--- src/scs_pkg.sv ---
// Purpose: Shared constants and carrier types for the strap configuration selector.
// Assumes: One clock at 100 MHz, straps captured at reset release.
// Notes:   Bit positions and codes are named here once and used by name.
`default_nettype none
package scs_pkg;
    localparam int          NUM_DS_PORTS   = 4;
    localparam int          NUM_FIX_PORTS  = 3;
    localparam logic [1:0]  SEL_SELF_PWR   = 2'h0;
    localparam logic [1:0]  SEL_SMBUS_HOST = 2'h1;
    localparam logic [1:0]  SEL_BUS_PWR    = 2'h2;
    localparam logic [1:0]  SEL_EEPROM     = 2'h3;
    localparam logic [1:0]  FIX_NONE       = 2'h0;
    localparam logic [1:0]  FIX_P1         = 2'h1;
    localparam logic [1:0]  FIX_P12        = 2'h2;
    localparam logic [1:0]  FIX_P123       = 2'h3;
    localparam logic [2:0]  FIXMASK_NONE   = 3'h0;
    localparam logic [2:0]  FIXMASK_P1     = 3'h1;
    localparam logic [2:0]  FIXMASK_P12    = 3'h3;
    localparam logic [2:0]  FIXMASK_P123   = 3'h7;
    localparam logic [7:0]  CFG_DONE_ADDR  = 8'hff;
    localparam int          STRAP_W        = 2 + 2 + 4 + 4 + 4;

    typedef struct packed {
        logic [1:0] method_select;
        logic [1:0] fixed_port_straps;
        logic [3:0] charge_enable_straps;
        logic [3:0] port_minus_line_disable;
        logic [3:0] port_plus_line_disable;
    } scs_straps_t;

    typedef enum logic [2:0] {
        MTH_NONE,
        MTH_SELF_PWR,
        MTH_BUS_PWR,
        MTH_EEPROM,
        MTH_SMBUS_HOST,
        MTH_INVALID
    } scs_method_t;

    typedef struct packed {
        logic vendor_msg_enable;
        logic i2c_passthru_enable;
        logic usb_otp_enable;
        logic smbus_otp_enable;
        logic smbus_cfg_write_enable;
        logic usb_charge_ctrl_enable;
    } scs_access_t;
endpackage : scs_pkg
`default_nettype wire

--- src/scs_strap_config_select.sv ---
// Purpose: Strap capture and configuration method selection for a four-port hub.
// Assumes: Straps and the data line are synchronous to mclk_i; the board holds
//          strap levels through resistors only until the first clock edge after reset release.
// Notes:   Pins are released while reset stands and driven as outputs after capture.
// Contract
// RL1: Drive strap pins in normal operation; release them while any reset is active.
// RL2: Capture each strap level at reset release and use it as defaults.
// RL3: Board never drives strap pins; only resistors set their levels.
// RL4: Choose the configuration method from data line and two select bits.
// RL5: Select bits 00 give strap and OTP self-powered configuration.
// RL6: Select bits 10 give strap and OTP bus-powered configuration.
// RL7: Data high, select 11 loads EEPROM plus OTP, ignores straps.
// RL8: Data high, select 01 waits for SMBus host, ignores straps.
// RL9: Data low, select 01 is flagged invalid and proceeds nowhere.
// RL10: SMBus host ends the wait by writing register address 0xff.
// RL11: Fixed-port straps select non-removable ports: none, 1, 1-2, 1-3.
// RL12: Suspend indicator active high for codes 00 and 10, else active low.
// RL13: With local power detect, non-removable ports come from internal registers.
// RL14: A high charge-enable strap makes that port report charging support.
// RL15: Port disabled only when both line-disable straps are captured high.
// RL16: Vendor-specific USB messages are accepted by default.
// RL17: I2C operations from USB pass straight through uninterpreted.
// RL18: OTP access over USB works in single-ended mode only.
// RL19: OTP access over SMBus supports all four operating modes.
// RL20: SMBus configuration writes are accepted only before hub attach.
// RL21: USB host may change battery charging behaviour at run time.
`default_nettype none
module scs_strap_config_select
    import scs_pkg::*;
(
    input  wire logic                    mclk_i,
    input  wire logic                    reset_n_i,
    input  wire logic                    por_n_i,
    input  wire scs_pkg::scs_straps_t    strap_pins_i,
    input  wire scs_pkg::scs_straps_t    strap_func_i,
    input  wire logic                    sda_i,
    input  wire logic                    local_power_detect_i,
    input  wire logic [2:0]              reg_fixed_ports_i,
    input  wire logic                    suspend_i,
    input  wire logic                    smbus_wr_i,
    input  wire logic [7:0]              smbus_addr_i,
    input  wire logic                    vendor_msg_disable_i,
    input  wire logic                    hub_attached_i,
    output logic                         strap_oe_o,
    output scs_pkg::scs_straps_t         strap_out_o,
    output scs_pkg::scs_straps_t         captured_o,
    output scs_pkg::scs_method_t         method_o,
    output logic                         invalid_sel_o,
    output logic                         use_straps_o,
    output logic                         self_powered_o,
    output logic                         config_done_o,
    output logic [2:0]                   fixed_ports_o,
    output logic                         suspend_indicator_o,
    output logic [3:0]                   charge_support_o,
    output logic [3:0]                   port_disable_o,
    output scs_pkg::scs_access_t         access_o,
    output logic [1:0]                   smbus_otp_modes_o,
    output logic                         usb_otp_single_only_o
);
    import scs_pkg::*;

    typedef enum logic [1:0] {
        ST_RESET,
        ST_SELECT,
        ST_WAIT_HOST,
        ST_DONE
    } scs_state_t;

    scs_state_t  state_ff;
    scs_straps_t cap_ff;
    logic        sda_cap_ff;
    logic        rst_n;
    scs_method_t nxt_method;

    assign rst_n = reset_n_i & por_n_i;

    function automatic logic [2:0] fix_mask(input logic [1:0] code);
        logic [2:0] m;
        m = FIXMASK_NONE;
        case (code)
            FIX_NONE: m = FIXMASK_NONE;
            FIX_P1:   m = FIXMASK_P1;
            FIX_P12:  m = FIXMASK_P12;
            default:  m = FIXMASK_P123;
        endcase
        return m;
    endfunction

    function automatic scs_method_t pick_method(input logic sda, input logic [1:0] sel);
        scs_method_t m;
        m = MTH_INVALID;
        if (sel == SEL_SELF_PWR) begin
            m = MTH_SELF_PWR;
        end else if (sel == SEL_BUS_PWR) begin
            m = MTH_BUS_PWR;
        end else if (sel == SEL_EEPROM) begin
            // Data low with select 11 is undefined; treated as invalid.
            m = sda ? MTH_EEPROM : MTH_INVALID;
        end else begin
            m = sda ? MTH_SMBUS_HOST : MTH_INVALID;
        end
        return m;
    endfunction

    // The pins float under reset so board resistors set the level being caught.
    always_ff @(posedge mclk_i or negedge rst_n) begin
        if (!rst_n) begin
            strap_oe_o  <= 1'b0; // RL1
            strap_out_o <= '0;
        end else begin
            strap_oe_o  <= 1'b1; // RL1
            strap_out_o <= strap_func_i;
        end
    end

    // Capture happens on the first edge after release, while pins still float.
    always_ff @(posedge mclk_i or negedge rst_n) begin
        if (!rst_n) begin
            state_ff   <= ST_RESET;
            cap_ff     <= '0;
            sda_cap_ff <= 1'b0;
        end else begin
            case (state_ff)
                ST_RESET: begin
                    cap_ff     <= strap_pins_i; // RL2 RL3
                    sda_cap_ff <= sda_i; // RL4
                    state_ff   <= ST_SELECT;
                end
                ST_SELECT: begin
                    if (nxt_method == MTH_SMBUS_HOST) begin
                        state_ff <= ST_WAIT_HOST; // RL8
                    end else if (nxt_method != MTH_INVALID) begin
                        state_ff <= ST_DONE;
                    end
                end
                ST_WAIT_HOST: begin
                    if (smbus_wr_i && smbus_addr_i == CFG_DONE_ADDR) begin
                        state_ff <= ST_DONE; // RL10
                    end
                end
                default: state_ff <= ST_DONE;
            endcase
        end
    end

    assign nxt_method = pick_method(sda_cap_ff, cap_ff.method_select); // RL4

    always_ff @(posedge mclk_i or negedge rst_n) begin
        if (!rst_n) begin
            method_o       <= MTH_NONE;
            invalid_sel_o  <= 1'b0;
            use_straps_o   <= 1'b0;
            self_powered_o <= 1'b0;
            config_done_o  <= 1'b0;
        end else if (state_ff != ST_RESET) begin
            method_o       <= nxt_method;
            invalid_sel_o  <= (nxt_method == MTH_INVALID); // RL9
            use_straps_o   <= (nxt_method == MTH_SELF_PWR) || (nxt_method == MTH_BUS_PWR); // RL7
            self_powered_o <= (nxt_method == MTH_SELF_PWR); // RL5 RL6
            config_done_o  <= (state_ff == ST_DONE); // RL9
        end
    end

    always_ff @(posedge mclk_i or negedge rst_n) begin
        if (!rst_n) begin
            fixed_ports_o       <= FIXMASK_NONE;
            captured_o          <= '0;
            suspend_indicator_o <= 1'b0;
            charge_support_o    <= '0;
            port_disable_o      <= '0;
        end else if (state_ff != ST_RESET) begin
            if (local_power_detect_i) begin
                fixed_ports_o <= reg_fixed_ports_i; // RL13
            end else begin
                fixed_ports_o <= fix_mask(cap_ff.fixed_port_straps); // RL11
            end
            // Low bit of the code sets the LED polarity.
            suspend_indicator_o <= suspend_i ^ cap_ff.fixed_port_straps[0]; // RL12
            charge_support_o    <= cap_ff.charge_enable_straps; // RL14
            captured_o          <= cap_ff; // RL2
            port_disable_o      <= cap_ff.port_minus_line_disable
                                   & cap_ff.port_plus_line_disable; // RL15
        end
    end

    always_ff @(posedge mclk_i or negedge rst_n) begin
        if (!rst_n) begin
            access_o              <= '0;
            smbus_otp_modes_o     <= 2'h0;
            usb_otp_single_only_o <= 1'b0;
        end else begin
            access_o.vendor_msg_enable      <= ~vendor_msg_disable_i; // RL16
            access_o.i2c_passthru_enable    <= 1'b1; // RL17
            access_o.usb_otp_enable         <= 1'b1; // RL18
            access_o.smbus_otp_enable       <= 1'b1; // RL19
            access_o.smbus_cfg_write_enable <= ~hub_attached_i; // RL20
            access_o.usb_charge_ctrl_enable <= 1'b1; // RL21
            smbus_otp_modes_o               <= 2'h3; // RL19
            usb_otp_single_only_o           <= 1'b1; // RL18
        end
    end

    property p_oe_reset;
        @(posedge mclk_i) disable iff (!rst_n) $rose(state_ff == ST_SELECT) |-> strap_oe_o;
    endproperty
    a_oe_reset: assert property (p_oe_reset) else $error("Strap pins not driven."); // RL1

    property p_capture;
        @(posedge mclk_i) disable iff (!rst_n)
            state_ff == ST_RESET |=> cap_ff == $past(strap_pins_i);
    endproperty
    a_capture: assert property (p_capture) else $error("Strap capture wrong."); // RL2

    property p_invalid;
        @(posedge mclk_i) disable iff (!rst_n)
            (state_ff == ST_SELECT && nxt_method == MTH_INVALID) |=>
            invalid_sel_o && !config_done_o && state_ff == ST_SELECT;
    endproperty
    a_invalid: assert property (p_invalid) else $error("Invalid select proceeded."); // RL9

    property p_host_wait;
        @(posedge mclk_i) disable iff (!rst_n)
            (state_ff == ST_WAIT_HOST && !(smbus_wr_i && smbus_addr_i == CFG_DONE_ADDR))
            |=> state_ff == ST_WAIT_HOST;
    endproperty
    a_host_wait: assert property (p_host_wait) else $error("Host wait left early."); // RL8

    property p_host_done;
        @(posedge mclk_i) disable iff (!rst_n)
            (state_ff == ST_WAIT_HOST && smbus_wr_i && smbus_addr_i == CFG_DONE_ADDR)
            |=> ##1 config_done_o;
    endproperty
    a_host_done: assert property (p_host_done) else $error("Done write not seen."); // RL10

    property p_eeprom;
        @(posedge mclk_i) disable iff (!rst_n)
            (method_o == MTH_EEPROM) |-> !use_straps_o;
    endproperty
    a_eeprom: assert property (p_eeprom) else $error("Straps used in EEPROM mode."); // RL7

    property p_self;
        @(posedge mclk_i) disable iff (!rst_n)
            (state_ff == ST_SELECT && cap_ff.method_select == SEL_SELF_PWR)
            |=> self_powered_o && use_straps_o;
    endproperty
    a_self: assert property (p_self) else $error("Self powered not chosen."); // RL5

    property p_bus;
        @(posedge mclk_i) disable iff (!rst_n)
            (state_ff == ST_SELECT && cap_ff.method_select == SEL_BUS_PWR)
            |=> !self_powered_o && use_straps_o;
    endproperty
    a_bus: assert property (p_bus) else $error("Bus powered not chosen."); // RL6

    property p_disable;
        @(posedge mclk_i) disable iff (!rst_n)
            state_ff == ST_DONE |=> port_disable_o ==
            (cap_ff.port_minus_line_disable & cap_ff.port_plus_line_disable);
    endproperty
    a_disable: assert property (p_disable) else $error("Port disable wrong."); // RL15

    property p_susp;
        @(posedge mclk_i) disable iff (!rst_n)
            state_ff == ST_DONE |=> suspend_indicator_o ==
            ($past(suspend_i) ^ cap_ff.fixed_port_straps[0]);
    endproperty
    a_susp: assert property (p_susp) else $error("Suspend polarity wrong."); // RL12

    // Written bit by bit so that a slip in the mask table is caught.
    property p_fixed;
        @(posedge mclk_i) disable iff (!rst_n)
            (state_ff != ST_RESET && !local_power_detect_i) |=> fixed_ports_o ==
            {cap_ff.fixed_port_straps == FIX_P123, cap_ff.fixed_port_straps[1],
             cap_ff.fixed_port_straps != FIX_NONE};
    endproperty
    a_fixed: assert property (p_fixed) else $error("Fixed port mask wrong."); // RL11

    property p_local;
        @(posedge mclk_i) disable iff (!rst_n)
            (state_ff != ST_RESET && local_power_detect_i) |=>
            fixed_ports_o == $past(reg_fixed_ports_i);
    endproperty
    a_local: assert property (p_local) else $error("Register port mask unused."); // RL13

    property p_charge;
        @(posedge mclk_i) disable iff (!rst_n)
            state_ff != ST_RESET |=> charge_support_o == cap_ff.charge_enable_straps;
    endproperty
    a_charge: assert property (p_charge) else $error("Charge support wrong."); // RL14

    property p_vendor;
        @(posedge mclk_i) disable iff (!rst_n)
            state_ff != ST_RESET |->
            access_o.vendor_msg_enable == !$past(vendor_msg_disable_i);
    endproperty
    a_vendor: assert property (p_vendor) else $error("Vendor message gate wrong."); // RL16

    property p_cfg_write;
        @(posedge mclk_i) disable iff (!rst_n)
            state_ff != ST_RESET |->
            access_o.smbus_cfg_write_enable == !$past(hub_attached_i);
    endproperty
    a_cfg_write: assert property (p_cfg_write) else $error("Config write gate wrong."); // RL20

    c_eeprom: cover property (@(posedge mclk_i) disable iff (!rst_n) method_o == MTH_EEPROM);
    c_host: cover property (@(posedge mclk_i) disable iff (!rst_n)
        state_ff == ST_WAIT_HOST ##1 state_ff == ST_DONE);
    c_invalid: cover property (@(posedge mclk_i) disable iff (!rst_n) invalid_sel_o);
    c_local: cover property (@(posedge mclk_i) disable iff (!rst_n)
        local_power_detect_i && config_done_o);
endmodule : scs_strap_config_select
`default_nettype wire

--- config.mk ---
export PLATFORM = sky130hd
export DESIGN_NAME = scs_strap_config_select
export DESIGN_NICKNAME = d
export VERILOG_FILES = /design/src/scs_pkg.sv /design/src/scs_strap_config_select.sv
export SDC_FILE = /design/constraint.sdc
export NUM_CORES = 1
export LEC_CHECK = 0
export ABC_CLOCK_PERIOD_IN_PS = 2550
export BUFFER_PORTS_ARGS = -buffer_cell sky130_fd_sc_hd__buf_4
export CAP_MARGIN = 20
export CORE_ASPECT_RATIO = 0.6
export CORE_MARGIN = 2
export CORE_UTILIZATION = 42
export CTS_BUF_LIST = sky130_fd_sc_hd__clkbuf_4
export CTS_CLUSTER_DIAMETER = 150
export CTS_CLUSTER_SIZE = 30
export DETAILED_ROUTE_END_ITERATION = 8
export PLACE_DENSITY = 0.76
export SLEW_MARGIN = 10
export SYNTH_ARGS = -nofsm -noshare
export SYNTH_HDL_FRONTEND = slang
export SYNTH_SLANG_ARGS = --single-unit
export TNS_END_PERCENT = 20
--- constraint.sdc ---
create_clock -name mclk_i -period 2.55 [get_ports mclk_i]
set_clock_uncertainty 0.05 [all_clocks]
set_input_delay 0.255 -clock mclk_i [delete_from_list [all_inputs] [get_ports mclk_i]]
set_output_delay 0.255 -clock mclk_i [all_outputs]
set_load 0.05 [all_outputs]
# [After elaboration in Yosys (flattened, before gate mapping)]
# Cells that the tools add are included.
[totals] reg_bits=70 in_bits=52 output_inout_bits=61 wordCells=67
[op_classes] n_eq_ne=15 n_mux=11 bitwise=5 reduce_logical=7
[ops] op="$mux W3" count=5
[ops] op="$eq A2 B2 Y1 const B" count=5
[ops] op="$pmux W3 S3" count=1
[ops] op="$eq A8 B8 Y1 const B" count=1
[ops] op="$eq A3 B3 Y1 const B" count=2
[ops] op="$logic_not A2 Y1" count=3
[ops] op="$mux W2" count=3
[ops] op="$ne A3 B3 Y1 const B" count=2
[ops] op="$pmux W2 S3" count=1
[ops] op="$and A4 B4 Y4" count=1
[ops] op="$eq A2 B1 Y1 const B" count=2
[ops] op="$eq A3 B1 Y1 const B" count=1
[ops] op="$eq A3 B2 Y1 const B" count=1
[ops] op="$ne A2 B2 Y1 const B" count=1
[ops] op="$not A1 Y1" count=2
[ops] op="$reduce_and A2 Y1" count=1
[ops] op="$reduce_bool A2 Y1" count=1
[ops] op="$and A1 B1 Y1" count=1
[ops] op="$logic_and A1 B1 Y1" count=1
[ops] op="$logic_or A1 B1 Y1" count=1
[ops] op="$mux W1" count=1
[ops] op="$xor A1 B1 Y1" count=1

# [Depth between registers and ports, before layout]
[logic_depth] ltp_word=8 ltp_mapped=5 ltp_nobuf=3

# [Worst setup path after synthesis]
# Ideal clock, no wire load.
[synth_timing] path_kind="flip-flop to output port" startpoint="register, netlist name smbus_otp_modes_o[0]" endpoint="output port access_o[0] (netlist bit)" arrival_ps=996 t_required_ps=2245 path_slack_ps=1249 path_stages_with_launch=2 path_buffers=1 path_cell_list="dfrtp_1 buf_4"
[synth_rtl] element="to (decl)" line="scs_strap_config_select.sv:56" text="output scs_pkg::scs_access_t access_o,"

# [Final worst setup path]
[layout_timing] startpoint="register state_ff[1]" endpoint="register use_straps_o"
[layout_via] elab_chain_len=1
[layout_lines] element="from (decl)" line="scs_strap_config_select.sv:69" text="scs_state_t state_ff;"
[layout_lines] element="from (signal assigned)" line="scs_strap_config_select.sv:119" text="state_ff <= ST_RESET;"
[layout_lines] element="from (signal assigned)" line="scs_strap_config_select.sv:127" text="state_ff <= ST_SELECT;"
[layout_lines] element="from (signal assigned)" line="scs_strap_config_select.sv:131" text="state_ff <= ST_WAIT_HOST;"
[layout_lines] element="$reduce_bool A2 Y1" line="scs_strap_config_select.sv:155" text="end else if (state_ff != ST_RESET) begin"
[layout_lines] element="to (signal assigned)" line="scs_strap_config_select.sv:158" text="use_straps_o <= (nxt_method == MTH_SELF_PWR) || (nxt_method == MTH_BUS_PWR);"
[layout_lines] element="to (decl)" line="scs_strap_config_select.sv:49" text="output logic use_straps_o,"
# Every way passes these cells.
# A chain may end at the register's enable or synchronous reset.

==> impl_summary.log <==
INFO  metric grt_setup_unrepaired = false
INFO  metric cp_required = 2.79 ns
INFO  metric total_via_count_in_the_routed_design = 1999
INFO  metric grt_first_pass_wirelength = 8850 µm
INFO  metric timing_worst_slew_pin_value = 0.959 ns
INFO  metric synth_cells = 231
INFO  metric cts_resized = 0
INFO  metric htree_levels = 3
INFO  metric port_buffers = 112
INFO  metric layout-drive-gt1-share = 0.340
INFO  metric synth_fp_nets = 283
INFO  metric track_usage = 0.182
INFO  metric synth_enable_flop_cells = 0
INFO  metric max_slew_margin = 0.360
INFO  metric layout.cells.most_common_list = buf_4 (113), nand2_1 (108), dfrtp_1 (69), dlygate4sd3_1 (34), clkbuf_4 (9)
INFO  metric final_count_of_negative_setup_slack_endpoints = 0
INFO  metric timing.setup.critical_path_class = reg -> reg
INFO  metric worstPathMaxFanout = 29
INFO  metric cp_slowest_stage_delay = 0.78 ns
INFO  metric synth.yosys.seq_area_share = 0.697
INFO  metric top_level_ports = 113
INFO  metric clkSlewWorstSetupHoldPaths = 0.11 ns
INFO  metric placed_cell_area = 0.00330 mm²
INFO  metric clkLatencyLatePin = 0.40 ns
INFO  metric critPathCaptureType = flop
INFO  metric total_core_area = 0.00562 mm²
INFO  metric die-area = 0.00655 mm²
INFO  metric nNetsFinal = 422
INFO  metric post-route-cell-area = 0.00373 mm²
INFO  metric max_cap_violations = 0
INFO  metric globalRouteOverflowTotal = 0
INFO  metric ant_nets = 0
INFO  metric worst-endpoint-arrival = 2.05 ns
INFO  metric wl_per_cell = 12.1 µm
INFO  metric area_of_the_mapped_netlist = 0.00248 mm²
INFO  metric antenna_found_initial = 0
INFO  metric pin_count_of_the_biggest_net_entering_global_routing = 70
INFO  metric drtPass1Iterations = 4
INFO  metric fp-row-count = 21
INFO  metric floorplan_die_height = 63.5 µm
INFO  metric synth_top_flop_cell = dfrtp_1
INFO  metric cts.sinks = 69
INFO  metric worst_hold_path_type = in -> async
INFO  metric n_fill_cell = 468
INFO  metric static-leakage-power = 1.79 nW
INFO  metric start_util = 0.441
INFO  metric die-width = 103 µm
INFO  metric finalHoldViolations = 0
INFO  metric cts_made_buffers = 9
INFO  metric diode_insertion_count_for_antenna_repair = 0
INFO  metric detail_route.iter0.violations = 53
INFO  metric status = finished clean
INFO  metric cts_root_buf = clkbuf_4
INFO  metric grt_pass1_vias = 1958
INFO  metric slowest_stage_cell_cp = or2_1
INFO  metric timing.fmax = 0.554 GHz
INFO  metric final-max-slew-violation-count = 0
INFO  metric syn_to_final_growth = 50.7%
INFO  metric dp.final_hpwl = 3640 µm
INFO  metric timing.final.crit_period = 1.80 ns
INFO  metric synthArstFlopShare = 1.00
INFO  metric tritoncts = built
INFO  metric drt_drc_violations_left = 0
INFO  metric power.density_cell_area = 514 mW/mm²
INFO  metric vdd_drop_max = 0.346 mV
INFO  metric timing.critical_path.cells = or2_1 > nand2_1 > o21a_1
INFO  metric start_kind = flop
INFO  metric finalWeightedCongestion = 0.746
INFO  metric max_root_sink_buffers = 2
INFO  metric yosysWarnings = 0
INFO  metric yosys_register_bits = 69
INFO  metric setup_tns = 0 ns
INFO  metric routed_via_density = 4.40
INFO  metric synth.lib_cells_used.distinct = 25
INFO  metric syn_avg_cell_area = 10.7 µm²
INFO  metric postRouteWirelength = 5500 µm
INFO  metric final_min_period_over_clock_period = 0.708
INFO  metric final_common_cell = buf_4
repair_timing:
| item | CTS | global route |
|---|---|---|
| buffers inserted | 0 | 0 |
| hold endpoints to repair | 34 | 0 |
| hold buffers | 34 | 0 |
sequential cells by signal, indices dropped and copies added, names as in the netlist:
name	cells
state_ff	2
config_done_o	1
invalid_sel_o	1
method_o	3
fixed_ports_o	3
captured_o	12
charge_support_o	4
port_disable_o	4
strap_out_o	16
use_straps_o	1
cap_ff	16
access_o	2
suspend_indicator_o	1
self_powered_o	1
sda_cap_ff	1
smbus_otp_modes_o	1
Yosys cell counts (all sizes together), types with 2 or more instances:
library cell | number | area (µm²)
o21ai | 3 | 15.0
nand2b | 2 | 12.5
inv | 3 | 11.3
nand3 | 7 | 35.0
a31oi | 2 | 12.5
nand2 | 108 | 405
nor2 | 3 | 11.3
mux2i | 2 | 20.0
dfrtp | 69 | 1730
buf | 19 | 141
final timing paths:
path | slack [ns] | start | cells after the start | to
worst min register to register | 0.42 | cap_ff[10]$_DFFE_PN0N_ | 2 | charge_support_o[2]$_DFFE_PN0P_
max in group asynchronous | 1.85 | reset_n_i | 2 | charge_support_o[1]$_DFFE_PN0P_
worst max register to register | 0.75 | state_ff[1]$_DFFE_PN0P_ | 3 | use_straps_o$_DFFE_PN0P_
worst min-delay path | 0.03 | por_n_i | 2 | invalid_sel_o$_DFFE_PN0P_
worst max-delay path | 0.75 | state_ff[1]$_DFFE_PN0P_ | 3 | use_straps_o$_DFFE_PN0P_
min in group mclk_i | 0.03 | strap_pins_i[14] | 3 | cap_ff[14]$_DFFE_PN0N_
routing by layer:
metal,up-vias,track usage,share of wire
met1,937,0.215,0.42
met5,-,0,0
li1,986,-,-
met2,68,0.300,0.49
met3,8,0.0744,0.076
met4,0,0.0592,0.012
area by class of cell:
type	instances	area, µm²	share of cell area
Sequential cell	69	1730	0.462
Timing Repair Buffer	147	1190	0.318
Multi-Input combinational cell	140	609	0.163
Tap cell	80	100	0.0268
Clock buffer	9	67.6	0.0181
Clock inverter	6	31.3	0.00838
Inverter	3	11.3	0.00302
critical path: cells and delay by family, from the launching register on:
kind / cells / cell delay (ns)
simple gates: 2 / 1.00
flops: 1 / 0.49
compound gates: 1 / 0.16
logic make-up (layout without fill, tap and decap cells):
group                     count (synthesis)  after routing  synth area share
buffers and inverters                    22            165            0.0616
xor gates and xnor gates                  1              1           0.00353
muxes                                     2              2           0.00808
other                                     1              1           0.00151
DFF                                      69             69             0.697
AOI/OAI and AO/OA                        10             10            0.0257
and+or+nand+nor                         126            126             0.203
metrics by stage:
step | hold slack, ns | setup WS (ns) | power, mW | utilization | instances
6_report | 0.0264 | 0.745 | 1.92 | 0.664 | 454
5_1_grt | 0.0338 | 0.635 | 2.01 | 0.664 | 454
4_1_cts | 0.00715 | 0.742 | 1.94 | 0.664 | 454
3_5_place_dp | 0.315 | 0.770 | 1.36 | 0.586 | 405
3_3_place_gp | 0.314 | 0.853 | 1.36 | 0.586 | 405
2_1_floorplan | 0.236 | 0.119 | 1.26 | - | 231
report_power, final:
group / switching, mW / internal, mW
Combinational: 0.142 / 0.119
Clock: 0.354 / 0.183
Sequential: 0.00760 / 1.11
(Power assumes the default switching activity.)
